[config.mk]
export PLATFORM = sky130hd
export DESIGN_NAME = shift_right_ext_unit
export DESIGN_NICKNAME = d
export VERILOG_FILES = /design/src/hdl/ext_word_mask.v /design/src/hdl/cond_zero_eval.v /design/src/hdl/shift_right_ext_unit.v
export VERILOG_INCLUDE_DIRS = /design/src /design/src/common
export SDC_FILE = /design/constraint.sdc
export NUM_CORES = 1
export LEC_CHECK = 0
export BUFFER_PORTS_ARGS = -buffer_cell sky130_fd_sc_hd__clkbuf_2
export CAP_MARGIN = 20
export CORE_ASPECT_RATIO = 1.1
export CORE_MARGIN = 4
export CORE_UTILIZATION = 25
export CTS_BUF_LIST = sky130_fd_sc_hd__clkbuf_4 sky130_fd_sc_hd__clkbuf_8
export DETAILED_ROUTE_END_ITERATION = 16
export GPL_ROUTABILITY_DRIVEN = 1
export GPL_TIMING_DRIVEN = 0
export SYNTH_ARGS = -nofsm -noshare
export SYNTH_HDL_FRONTEND = slang
export SYNTH_SLANG_ARGS = --single-unit
[constraint.sdc]
create_clock -name SYS_CLK_I -period 7.1 [get_ports SYS_CLK_I]
set_input_delay 1.42 -clock SYS_CLK_I [delete_from_list [all_inputs] [get_ports SYS_CLK_I]]
set_output_delay 1.42 -clock SYS_CLK_I [all_outputs]
set_load 0.005 [all_outputs]
[src/common/shift_right_ext_regs.vh]
`ifndef SHIFT_RIGHT_EXT_REGS_VH
`define SHIFT_RIGHT_EXT_REGS_VH

// instruction encodings
`define OPC_PRIMARY        6'd31
`define XOP_DWORD_SHIFT    10'd539
`define XOP_EXT_ZERO       10'd665
`define XOP_EXT_SIGN       10'd921

// operand widths and field limits
`define DWORD_W            64
`define WORD_W             32
`define DW_AMT_W           7
`define WD_AMT_W           5
`define DW_AMT_OVER_BIT    6

// apb register byte offsets
`define ADDR_CTRL          8'h00
`define ADDR_AUX           8'h04
`define ADDR_EXCEPT        8'h08
`define ADDR_STATUS        8'h0c

// field positions
`define CTRL_MODE64_BIT    0
`define EXC_CARRY_BIT      0
`define EXC_SUMOVF_BIT     1
`define STAT_COND_LSB      0
`define STAT_COND_MSB      3
`define STAT_ILLEGAL_BIT   4

// condition field bit order {negative, positive, zero, summary}
`define COND_NEG_BIT       3
`define COND_POS_BIT       2
`define COND_ZERO_BIT      1
`define COND_SUM_BIT       0

// reset values
`define RST_AUX            32'h0000_0000
`define RST_COND           4'h0

`endif

[src/hdl/ext_word_mask.v]
`timescale 1ns/1ns
`include "shift_right_ext_regs.vh"

// rotate, mask and fill for the two extended word shifts
module ext_word_mask #(
  parameter W = 32
) (
  // operands
  input  wire [W-1:0] word_i,
  input  wire [4:0]   amount_i,
  input  wire         sign_fill_i,
  // results
  output wire [W-1:0] rotated_o,
  output wire [W-1:0] merged_o,
  output wire         carry_o
);

  wire [W-1:0] mask;
  wire [W-1:0] fill;
  wire [W-1:0] lost;
  wire [2*W-1:0] doubled;

  // rotate left by W-N is the same as rotate right by N
  assign doubled   = {word_i, word_i};
  assign rotated_o = doubled[amount_i +: W];

  // sign word: every bit is the source sign, else zero fill
  assign fill = {W{sign_fill_i & word_i[W-1]}};

  // per-bit mask and merge; bit index counts from the lsb
  genvar i;
  generate
    for (i = 0; i < W; i = i + 1) begin : g_bit
      assign mask[i]     = (i < W - amount_i);
      assign merged_o[i] = mask[i] ? rotated_o[i] : fill[i];
      assign lost[i]     = rotated_o[i] & ~mask[i];
    end
  endgenerate

  // carry only matters for a negative source losing ones
  assign carry_o = (|lost) & word_i[W-1];

endmodule // ext_word_mask

[src/hdl/cond_zero_eval.v]
`timescale 1ns/1ns
`include "shift_right_ext_regs.vh"

// condition field value from a signed compare with zero
module cond_zero_eval #(
  parameter W = 64
) (
  // result under test
  input  wire [W-1:0] dword_i,
  input  wire         word_only_i,
  input  wire         sum_ovf_i,
  // field value
  output wire [3:0]   cond_o
);

  wire neg;
  wire zero;

  // word results are judged on their low half only
  assign neg  = word_only_i ? dword_i[`WORD_W-1] : dword_i[W-1];
  assign zero = word_only_i ? ~|dword_i[`WORD_W-1:0] : ~|dword_i;

  // exactly one of the three compare flags, summary copied
  assign cond_o = {neg, ~neg & ~zero, zero, sum_ovf_i};

endmodule // cond_zero_eval

[src/hdl/shift_right_ext_unit.v]
// The register offsets and the APB slave port were decided locally.
`timescale 1ns/1ns
`include "shift_right_ext_regs.vh"

module shift_right_ext_unit #(
  parameter       IMPL_64 = 1,
  parameter [4:0] IDX_W   = 5
) (
  // clock and reset
  input  wire                 SYS_CLK_I,
  input  wire                 RESET_I,
  // apb slave
  input  wire                 PSEL_I,
  input  wire                 PENABLE_I,
  input  wire                 PWRITE_I,
  input  wire [7:0]           PADDR_I,
  input  wire [31:0]          PWDATA_I,
  output reg  [31:0]          PRDATA_O,
  output reg                  PREADY_O,
  output reg                  PSLVERR_O,
  // issue from decode
  input  wire                 ISSUE_VALID_I,
  input  wire [5:0]           PRIMARY_OP_I,
  input  wire [9:0]           EXTENDED_OP_I,
  input  wire                 RECORD_BIT_I,
  input  wire [IDX_W-1:0]     DEST_IDX_I,
  input  wire [63:0]          SOURCE_GPR_I,
  input  wire [63:0]          AMOUNT_GPR_I,
  // write back
  output reg                  DONE_O,
  output reg                  DEST_WE_O,
  output reg  [IDX_W-1:0]     DEST_IDX_O,
  output reg  [63:0]          DEST_GPR_O,
  output reg                  COND_WE_O,
  output reg  [3:0]           COND_FIELD_ZERO_O,
  output reg                  SHIFT_OUT_WE_O,
  output reg                  SHIFT_OUT_FLAG_O,
  output reg  [31:0]          AUX_REG_O,
  output reg                  ILLEGAL_INSTR_O
);

  // decoded instruction kinds
  localparam [1:0] OP_NONE = 2'd0;
  localparam [1:0] OP_DW   = 2'd1;
  localparam [1:0] OP_EXZ  = 2'd2;
  localparam [1:0] OP_EXS  = 2'd3;

  // architected state held in this block
  reg                mode64_q;
  reg                mode64_d;
  reg  [31:0]        aux_q;
  reg  [31:0]        aux_d;
  reg                carry_q;
  reg                carry_d;
  reg                sum_ovf_q;
  reg                sum_ovf_d;
  reg  [3:0]         cond_q;
  reg  [3:0]         cond_d;
  reg                illegal_seen_q;
  reg                illegal_seen_d;

  // decode and datapath
  reg  [1:0]         op_kind;
  wire               is_ours;
  wire [6:0]         dw_amount;
  reg  [63:0]        dw_result;
  wire [31:0]        ext_rot;
  wire [31:0]        ext_merged;
  wire               ext_carry;
  reg  [63:0]        result;
  wire [3:0]         cond_new;
  wire               illegal;
  wire               exec;
  wire               word_exec;
  wire               sign_exec;
  wire               rec_exec;

  // apb
  wire               apb_access;
  wire               apb_wr;
  wire               apb_rd;
  wire               apb_done;
  reg                addr_ok;
  reg  [31:0]        rd_mux;

  // ------------------------------------------------------------------
  // decode: only the three shifts handled here, others are ignored
  // neighbouring shift opcodes fall through to none and are left alone
  always @* begin
    op_kind = OP_NONE;
    if (ISSUE_VALID_I && PRIMARY_OP_I == `OPC_PRIMARY) begin
      case (EXTENDED_OP_I)
        `XOP_DWORD_SHIFT: op_kind = OP_DW;
        `XOP_EXT_ZERO:    op_kind = OP_EXZ;
        `XOP_EXT_SIGN:    op_kind = OP_EXS;
        default:          op_kind = OP_NONE;
      endcase
    end
  end

  assign is_ours = (op_kind != OP_NONE);
  // doubleword form trapped when running as a 32-bit implementation
  assign illegal = (op_kind == OP_DW) && !mode64_q;
  assign exec    = is_ours && !illegal;

  // qualified strobes for the state update; sign_exec and rec_exec also feed the write-back pulses
  assign word_exec = exec && (op_kind != OP_DW);
  assign sign_exec = exec && (op_kind == OP_EXS);
  assign rec_exec  = exec && RECORD_BIT_I;

  // doubleword logical shift, bit 6 of the amount forces zero
  // a six-bit shifter alone would wrap amounts 64 to 127 back into range
  assign dw_amount = AMOUNT_GPR_I[`DW_AMT_W-1:0];

  always @* begin
    if (dw_amount[`DW_AMT_OVER_BIT]) begin
      dw_result = 64'h0000_0000_0000_0000;
    end else begin
      dw_result = SOURCE_GPR_I >> dw_amount[`DW_AMT_OVER_BIT-1:0];
    end
  end

  // one word engine serves both extended shifts
  ext_word_mask #(
    .W (`WORD_W)
  ) u_word (
    .word_i      (SOURCE_GPR_I[`WORD_W-1:0]),
    .amount_i    (AMOUNT_GPR_I[`WD_AMT_W-1:0]),
    .sign_fill_i (op_kind == OP_EXS),
    .rotated_o   (ext_rot),
    .merged_o    (ext_merged),
    .carry_o     (ext_carry)
  );

  // word results land zero extended in the destination
  always @* begin
    if (op_kind == OP_DW) begin
      result = dw_result;
    end else begin
      result = {32'h0000_0000, ext_merged};
    end
  end

  // summary copied from the exception register as it stands now
  cond_zero_eval #(
    .W (`DWORD_W)
  ) u_cond (
    .dword_i     (result),
    .word_only_i (op_kind != OP_DW),
    .sum_ovf_i   (sum_ovf_q),
    .cond_o      (cond_new)
  );

  // ------------------------------------------------------------------
  // apb: one wait state, pready raised in the second access cycle
  assign apb_access = PSEL_I && PENABLE_I && !PREADY_O;
  assign apb_rd     = apb_access && !PWRITE_I;

  // writes commit only at the edge that completes the transfer, so
  // nothing changes before the master has seen pready
  assign apb_done   = PSEL_I && PENABLE_I && PREADY_O;
  assign apb_wr     = apb_done && PWRITE_I;

  // address decode, unmapped offsets answer with slave error
  always @* begin
    case (PADDR_I)
      `ADDR_CTRL:   addr_ok = 1'b1;
      `ADDR_AUX:    addr_ok = 1'b1;
      `ADDR_EXCEPT: addr_ok = 1'b1;
      `ADDR_STATUS: addr_ok = 1'b1;
      default:      addr_ok = 1'b0;
    endcase
  end

  // read mux; unused bits read as zero so software may mask loosely
  always @* begin
    rd_mux = 32'h0000_0000;
    case (PADDR_I)
      `ADDR_CTRL:   rd_mux[`CTRL_MODE64_BIT] = mode64_q;
      `ADDR_AUX:    rd_mux = aux_q;
      `ADDR_EXCEPT: begin
        rd_mux[`EXC_CARRY_BIT]  = carry_q;
        rd_mux[`EXC_SUMOVF_BIT] = sum_ovf_q;
      end
      `ADDR_STATUS: begin
        rd_mux[`STAT_COND_MSB:`STAT_COND_LSB] = cond_q;
        rd_mux[`STAT_ILLEGAL_BIT]             = illegal_seen_q;
      end
      default:      rd_mux = 32'h0000_0000;
    endcase
  end

  // ------------------------------------------------------------------
  // next state: an instruction in the same cycle beats a bus write
  always @* begin
    mode64_d       = mode64_q;
    aux_d          = aux_q;
    carry_d        = carry_q;
    sum_ovf_d      = sum_ovf_q;
    cond_d         = cond_q;
    illegal_seen_d = illegal_seen_q;
    if (apb_wr) begin
      case (PADDR_I)
        `ADDR_CTRL:   mode64_d = PWDATA_I[`CTRL_MODE64_BIT];
        `ADDR_AUX:    aux_d = PWDATA_I;
        `ADDR_EXCEPT: begin
          carry_d   = PWDATA_I[`EXC_CARRY_BIT];
          sum_ovf_d = PWDATA_I[`EXC_SUMOVF_BIT];
        end
        // writing the status word clears the sticky illegal flag
        `ADDR_STATUS: illegal_seen_d = 1'b0;
        default:      mode64_d = mode64_q;
      endcase
    end

    // hardware set wins over a software clear in the same cycle
    if (illegal) begin
      illegal_seen_d = 1'b1;
    end

    // both word shifts leave the rotated word behind
    if (word_exec) begin
      aux_d = ext_rot;
    end

    // only the sign-fill form touches carry
    if (sign_exec) begin
      carry_d = ext_carry;
    end

    // condition field written only by recording forms
    if (rec_exec) begin
      cond_d = cond_new;
    end
  end

  // ------------------------------------------------------------------
  // state registers
  // reset returns mode64 to the build choice, not to the last value written
  always @(posedge SYS_CLK_I) begin
    if (RESET_I) begin
      mode64_q       <= (IMPL_64 != 0);
      aux_q          <= `RST_AUX;
      carry_q        <= 1'b0;
      sum_ovf_q      <= 1'b0;
      cond_q         <= `RST_COND;
      illegal_seen_q <= 1'b0;
    end else begin
      mode64_q       <= mode64_d;
      aux_q          <= aux_d;
      carry_q        <= carry_d;
      sum_ovf_q      <= sum_ovf_d;
      cond_q         <= cond_d;
      illegal_seen_q <= illegal_seen_d;
    end
  end

  // apb answer registers
  // pready comes from a flop: one fixed wait state buys a clean output
  always @(posedge SYS_CLK_I) begin
    if (RESET_I) begin
      PREADY_O  <= 1'b0;
      PSLVERR_O <= 1'b0;
      PRDATA_O  <= 32'h0000_0000;
    end else begin
      PREADY_O  <= apb_access;
      PSLVERR_O <= apb_access && !addr_ok;
      if (apb_rd) begin
        PRDATA_O <= rd_mux; // sampled before this cycle's updates land
      end
    end
  end

  // write-back pulses and mirrors, one cycle after issue
  // a trapped doubleword still raises done so issue can retire it
  always @(posedge SYS_CLK_I) begin
    if (RESET_I) begin
      DONE_O            <= 1'b0;
      DEST_WE_O         <= 1'b0;
      COND_WE_O         <= 1'b0;
      COND_FIELD_ZERO_O <= `RST_COND;
      SHIFT_OUT_WE_O    <= 1'b0;
      SHIFT_OUT_FLAG_O  <= 1'b0;
      AUX_REG_O         <= `RST_AUX;
      ILLEGAL_INSTR_O   <= 1'b0;
    end else begin
      DONE_O            <= is_ours;
      DEST_WE_O         <= exec;
      ILLEGAL_INSTR_O   <= illegal;
      COND_WE_O         <= rec_exec;
      SHIFT_OUT_WE_O    <= sign_exec;
      // mirrors follow the stored state so both always agree
      COND_FIELD_ZERO_O <= cond_d;
      SHIFT_OUT_FLAG_O  <= carry_d;
      AUX_REG_O         <= aux_d;
    end
  end

  // destination and index hold until the next executed shift, so a
  // write port that stalls can still pick them up a cycle late
  always @(posedge SYS_CLK_I) begin
    if (RESET_I) begin
      DEST_IDX_O <= {IDX_W{1'b0}};
      DEST_GPR_O <= 64'h0000_0000_0000_0000;
    end else if (exec) begin
      DEST_IDX_O <= DEST_IDX_I;
      DEST_GPR_O <= result;
    end
  end

endmodule // shift_right_ext_unit

# --- After elaboration in Yosys (flattened, before gate mapping) ---
# Index checks and enable logic that the tools add are counted.
totals:
  reg_bits: 148
  in_bits: 196
  output_inout_bits: 145
  wordCells: 218
classes:
  add_sub_neg: 1
  magnitude_cmp: 32
  n_eq_ne: 10
  n_shift: 2
  muxes: 52
  bitwise: 69
  n_reduce_logical: 36
ops:
  columns: ["operator", "n"]
  rows:
  - ["$lt 5x32->1 const A", 16]
  - ["$lt 4x32->1 const A", 8]
  - ["$lt 3x32->1 const A", 4]
  - ["$mux 64", 2]
  - ["$mux 32", 3]
  - ["$lt 1x32->1 const A", 2]
  - ["$lt 2x32->1 const A", 2]
  - ["$reduce_or 32->1", 2]
  - ["$reduce_or 64->1", 1]
  - ["$shiftx 64x6->32", 1]
  - ["$shr 64x6->64", 1]
  - ["$mux 1", 41]
  - ["$and 1x1->1", 35]
  - ["$not 1->1", 34]
  - ["$eq 10x10->1 const B", 3]
  - ["$mux 27", 1]
  - ["$eq 8x4->1 const B", 2]
  - ["$reduce_bool 2->1", 7]
  - ["$logic_and 1x1->1", 12]
  - ["$reduce_and 2->1", 5]
  - ["$eq 8x3->1 const B", 1]
  - ["$logic_not 8->1", 1]
  - ["$logic_not 1->1", 7]
  - ["$sub 6x5->7 const A", 1]
  - ["other kinds (10)", 10]

# --- Longest topological paths before layout ---
depth:
  depth_word: 12
  mapped_depth: 16
  ltp_nobuf: 11

# --- Cells and area by module ---
# Synthesis repeated with hierarchy kept, for this count alone.
hier_totals:
  cells_unflattened: 1651
  area_unflattened_um2: 14983.1
modules_own_cells:
  columns: ["module", "instances", "cells_each", "area_per_inst_um2", "seq_area_each_um2"]
  rows:
  - ["shift_right_ext_unit", 1, 1245, 11317.1, 2962.8]
  - ["ext_word_mask", 1, 378, 3457.1, 0.0]
  - ["cond_zero_eval", 1, 28, 209.0, 0.0]

# --- Worst setup path before layout ---
# OpenSTA, ideal clock, no wires.
synth_timing:
  path_kind: "input port to flip-flop"
  startpoint: "input port AMOUNT_GPR_I[0]"
  endpoint: "register COND_FIELD_ZERO_O[2]"
  arrival_ps: 5030
  required_ps: 6975
  setup_slack_ps: 1945
  path_stages: 14
  n_path_buf: 4
  cell_sequence: "inv_2 -> buf_2 -> buf_2 -> buf_1 -> ha_1 -> clkbuf_1 -> o21ai_0 -> a2bb2oi_1 -> o21ai_1 -> o21ai_0 -> a2111o_1 -> nor4b_2 -> nand4_1 -> o41a_1"
synth_via:
  elab_chain_len: 9
  word_cells_on_any_way: 78
synth_lines:
  columns: ["item", "line", "text"]
  rows:
  - ["start: declaration", "shift_right_ext_unit.v:28", "input wire [63:0] AMOUNT_GPR_I,"]
  - ["$sub 6x5->7", "ext_word_mask.v:34", "assign mask[i] = (i < W - amount_i);"]
  - ["$lt 1x32->1, or another cell as far along", "ext_word_mask.v:34", null]
  - ["$mux 1", "ext_word_mask.v:35", "assign merged_o[i] = mask[i] ? rotated_o[i] : fill[i];"]
  - ["$mux 64 (*)", "shift_right_ext_unit.v:137", "if (op_kind == OP_DW) begin"]
  - ["$reduce_or 64->1 or $reduce_or 32->1 (tied branches)", "cond_zero_eval.v:21", "assign zero = word_only_i ? ~|dword_i[`WORD_W-1:0] : ~|dword_i;"]
  - ["$logic_not 1->1", "cond_zero_eval.v:21", null]
  - ["$mux 1", "cond_zero_eval.v:21", null]
  - ["$not 1->1", "cond_zero_eval.v:24", "assign cond_o = {neg, ~neg & ~zero, zero, sum_ovf_i};"]
  - ["$and 1x1->1 (*)", "cond_zero_eval.v:24", null]
  - ["end signal: assignment", "shift_right_ext_unit.v:281", "COND_FIELD_ZERO_O <= `RST_COND;"]
  - ["end signal: assignment", "shift_right_ext_unit.v:293", "COND_FIELD_ZERO_O <= cond_d;"]
  - ["end: declaration", "shift_right_ext_unit.v:35", "output reg [3:0] COND_FIELD_ZERO_O,"]
# Mark *: on every way between the ends. The rest lies on a longest branch, timed or not.
# A chain may end at the register's enable or synchronous reset.

# --- Worst setup path in the final report ---
# Same ends and word-level chain as after synthesis.

==> key figures <==
Run status
  – Status: finished clean

Yosys
  – Async S/R FF share, synth: 0%
  – Avg Cell Area, Syn: 8.44 µm²
  – Cells after Synth: 1542
  – Synth Net Count: 1741
  – Ys Warns: 0
  – Yosys cell types: 83
  – Cell Area, Synth: around 0.013 mm²
  – Sequential area share after synthesis: 22.8%
  – Post-synth top cells: nor2_1 (224), dfxtp_1 (148), mux2i_1 (109), nand2_1 (109), clkbuf_1 (83)
  – Synth area leader: dfxtp_1
  – Post-synth EDFFs: 0
  – Post-synth top area share: 22.8%
  – Synth area leaders: dfxtp_1 (23%), mux4_2 (14%), mux2i_1 (8.4%), nor2_1 (6.5%), mux2_2 (4.3%)
  – Register bit total from synthesis: 148
  – Most common cell in the netlist: nor2_1
  – Synth Flop Type: dfxtp_1

Timing
  – Fin. max-slew vios: 0
  – Peak Freq: ~150 MHz
  – Post-route setup TNS: 0 ns
  – Setup violators final: 0
  – Final hold vios: 0
  – Post-layout min period: about 6.5 ns
  – Clock Skews: 0.0135 ns
  – Final Cycle Share: 91.4%
  – Slew margin rel.: between 10 and 15%
  – Worst Max-Slew Pin Slew: 1.27 ns
  – RSZ-0062 raised after global routing: no

Worst setup path
  – Critical Path Source: AMOUNT_GPR_I[0]
  – CP peak stage delay: 0.70 ns
  – CP max-delay cell: o21ai_1
  – Critical path class: in2reg
  – Endpoint type of the worst setup path: flop
  – Critical Path RT: 7.47 ns
  – R2r endpoint: AUX_REG_O[19]
  – Reg2Reg Depth: 6
  – Crit-path max FO: 11
  – Reg2Reg Setup Slack: 4.24 ns
  – CP Capture Point: COND_FIELD_ZERO_O[2]
  – Setup crit start kind: input port
  – Reg-to-reg startpoint: PREADY_O
  – Crit path cell chain: clkbuf_2 > inv_2 > buf_2 > buf_2 > buf_1 > ha_1 > clkbuf_1 > o21ai_0 > a2bb2oi_1 > o21ai_1 > o21ai_0 > a2111o_1 > nor4b_2 > nand4_1 > o41a_1
  – WP data arrival: slightly below 7 ns

Detailed routing
  – WL/cell: between 20 and 30 µm
  – DRC: 0
  – Antenna-violating nets left: 0
  – Drt first pass iters: 6
  – DR vias/cell: 6.18
  – Initial DRC count: between 2000 and 2500
  – Via count: 15600
  – Final wirelength: between 70000 and 80000 µm

Clock network
  – Post_cts resized: 0
  – Root Driver: clkbuf_8
  – CTS Hold Bufs: 0
  – CTS clk-pin slew, worst paths: 0.09 ns
  – CTS tree: yes
  – CTS buffer count: 17
  – H-tree Lvls: 4
  – Post-CTS setup buffer count: 0
  – Longest Clk Path Bufs: 2
  – Clk sinks: 148
  – Worst skew pair latency: roughly 0.50 ns

Floorplan
  – Core ar.: 0.0514 mm²
  – Die H: 247 µm
  – Die area: 0.0558 mm²
  – Initial Utilization: between 20 and 30%
  – Die Wd: 226 µm
  – Row Count: 87
  – I/O pin count: 341

Worst hold path
  – HP Class: reg2reg
  – Min-delay src: DEST_GPR_O[26]

Cells and area
  – Nets: 2039
  – Syn-to-layout area delta: 20.5%
  – Fillcell total: about 5500
  – Share of post-route cells with drive strength above 1: between 20% and 30%

Power and ir drop
  – Leakage power: 0.00595 µW
  – Pwr dens: 160 mW/mm²
  – VDD IR max: ~0.13 mV
  – Power Total: between 2000 and 3000 µW

GRT
  – Grt ovf: 0
  – Initial antenna violation count: 1
  – Grt met2 use: 40.7%
  – Top Usage Layer GRT: met2
  – Number of global-route vias before repair: roughly 15000
  – First-pass GRT wire length: 106000 µm
  – Grt met3 use: 5.57%
  – Gr usage total: 25.6%
  – GRT met1 Usage: 34.2%
  – Largest net degree at the start of global routing: 17

Placed design
  – Port-buffer cells: 279
  – Hpwl dp: 60800 µm
  – Placer Congestion: around 1

Flow run
  – MaxCap Viol Count: 0
-- critical path, delay by kind of cell --
family | cells | cell delay [ns]
AND/OR/NAND/NOR | 2 | 0.50
AO/OA/AOI/OAI | 6 | 2.61
adder cells (fa/ha/maj) | 1 | 0.34
buffers and inverters | 6 | 1.99
-- per-stage QoR --
stage          cells  area (µm²)  hold slack (ns)  setup WS (ns)  util (%)
4_1_cts         2519       15700            0.459          0.926      30.5
3_5_place_dp    2488       15200            0.447          0.427      29.7
6_report        2520       15700            0.457          0.608      30.5
3_3_place_gp    2488       15200            0.445          0.482      29.7
2_1_floorplan   1542       13000            0.443           1.94         -
5_1_grt         2520       15700            0.476          0.561      30.5
-- cells in the final DEF (no fill, tap or decap), drive strengths merged, types with 13 or more instances in the layout --
master / instances
nand4: 13
clkbuf: 381
nor2b: 28
o211ai: 13
a211oi: 66
nor2: 227
a22oi: 65
a21oi: 76
mux2i: 111
nand3: 17
o21ai: 64
mux2: 52
dfxtp: 148
buf: 59
nor3: 60
nand2: 109
nor4: 13
mux4: 82
nand2b: 18
o22ai: 39
-- state kept, by name (all words and copies together) (netlist names) --
name               flops
DEST_GPR_O            64
AUX_REG_O             32
PRDATA_O              32
DEST_IDX_O             5
COND_FIELD_ZERO_O      4
COND_WE_O              1
DEST_WE_O              1
DONE_O                 1
ILLEGAL_INSTR_O        1
PREADY_O               1
PSLVERR_O              1
SHIFT_OUT_FLAG_O       1
SHIFT_OUT_WE_O         1
illegal_seen_q         1
mode64_q               1
sum_ovf_q              1
-- where the power goes --
part / internal (µW) / switching (µW)
Combinational: 308 / 624
Clock: 395 / 347
Sequential: 830 / 0.325
-- metal layers --
| layer | up-vias | routed length [µm] | part of all wire, % |
|---|---|---|---|
| met5 | - | 0 | 0 |
| met4 | 0 | 3340 | 4.5 |
| met3 | 222 | 8260 | 11 |
| met2 | 1249 | 33000 | 44 |
| met1 | 7555 | 30000 | 40 |
| li1 | 6537 | - | - |
-- worst min path at each step --
stage | end | slack [ns] | depth (start not counted)
finish | DEST_GPR_O[26] | 0.46 | 2
global route | DEST_GPR_O[26] | 0.48 | 2
CTS | PRDATA_O[3] | 0.46 | 2
detailed placement | PRDATA_O[3] | 0.45 | 2
global placement | DEST_IDX_O[3] | 0.44 | 2
floorplan | sum_ovf_q | 0.44 | 2
-- area by class of cell --
| type | count | area [µm²] | share of cell area [%] |
|---|---|---|---|
| Sequential cell | 148 | 2960 | 18.9 |
| Antenna cell | 1 | 2.50 | 0.0160 |
| Clock inverter | 12 | 179 | 1.14 |
| Buffer | 142 | 682 | 4.35 |
| Clock buffer | 19 | 255 | 1.63 |
| Inverter | 10 | 37.5 | 0.239 |
| Timing Repair Buffer | 279 | 1400 | 8.91 |
| Multi-Input combinational cell | 1242 | 9330 | 59.5 |
| Tap cell | 667 | 835 | 5.32 |
-- cells by family after synthesis --
family                     synth area share, %
DFF                                       22.8
adders and majority gates                0.289
muxes                                     27.5
and+or+nand+nor                           19.4
xor gates and xnor gates                 0.337
buffers and inverters                     5.53
AOI/OAI and AO/OA                         24.1
(Power assumes the default switching activity.)
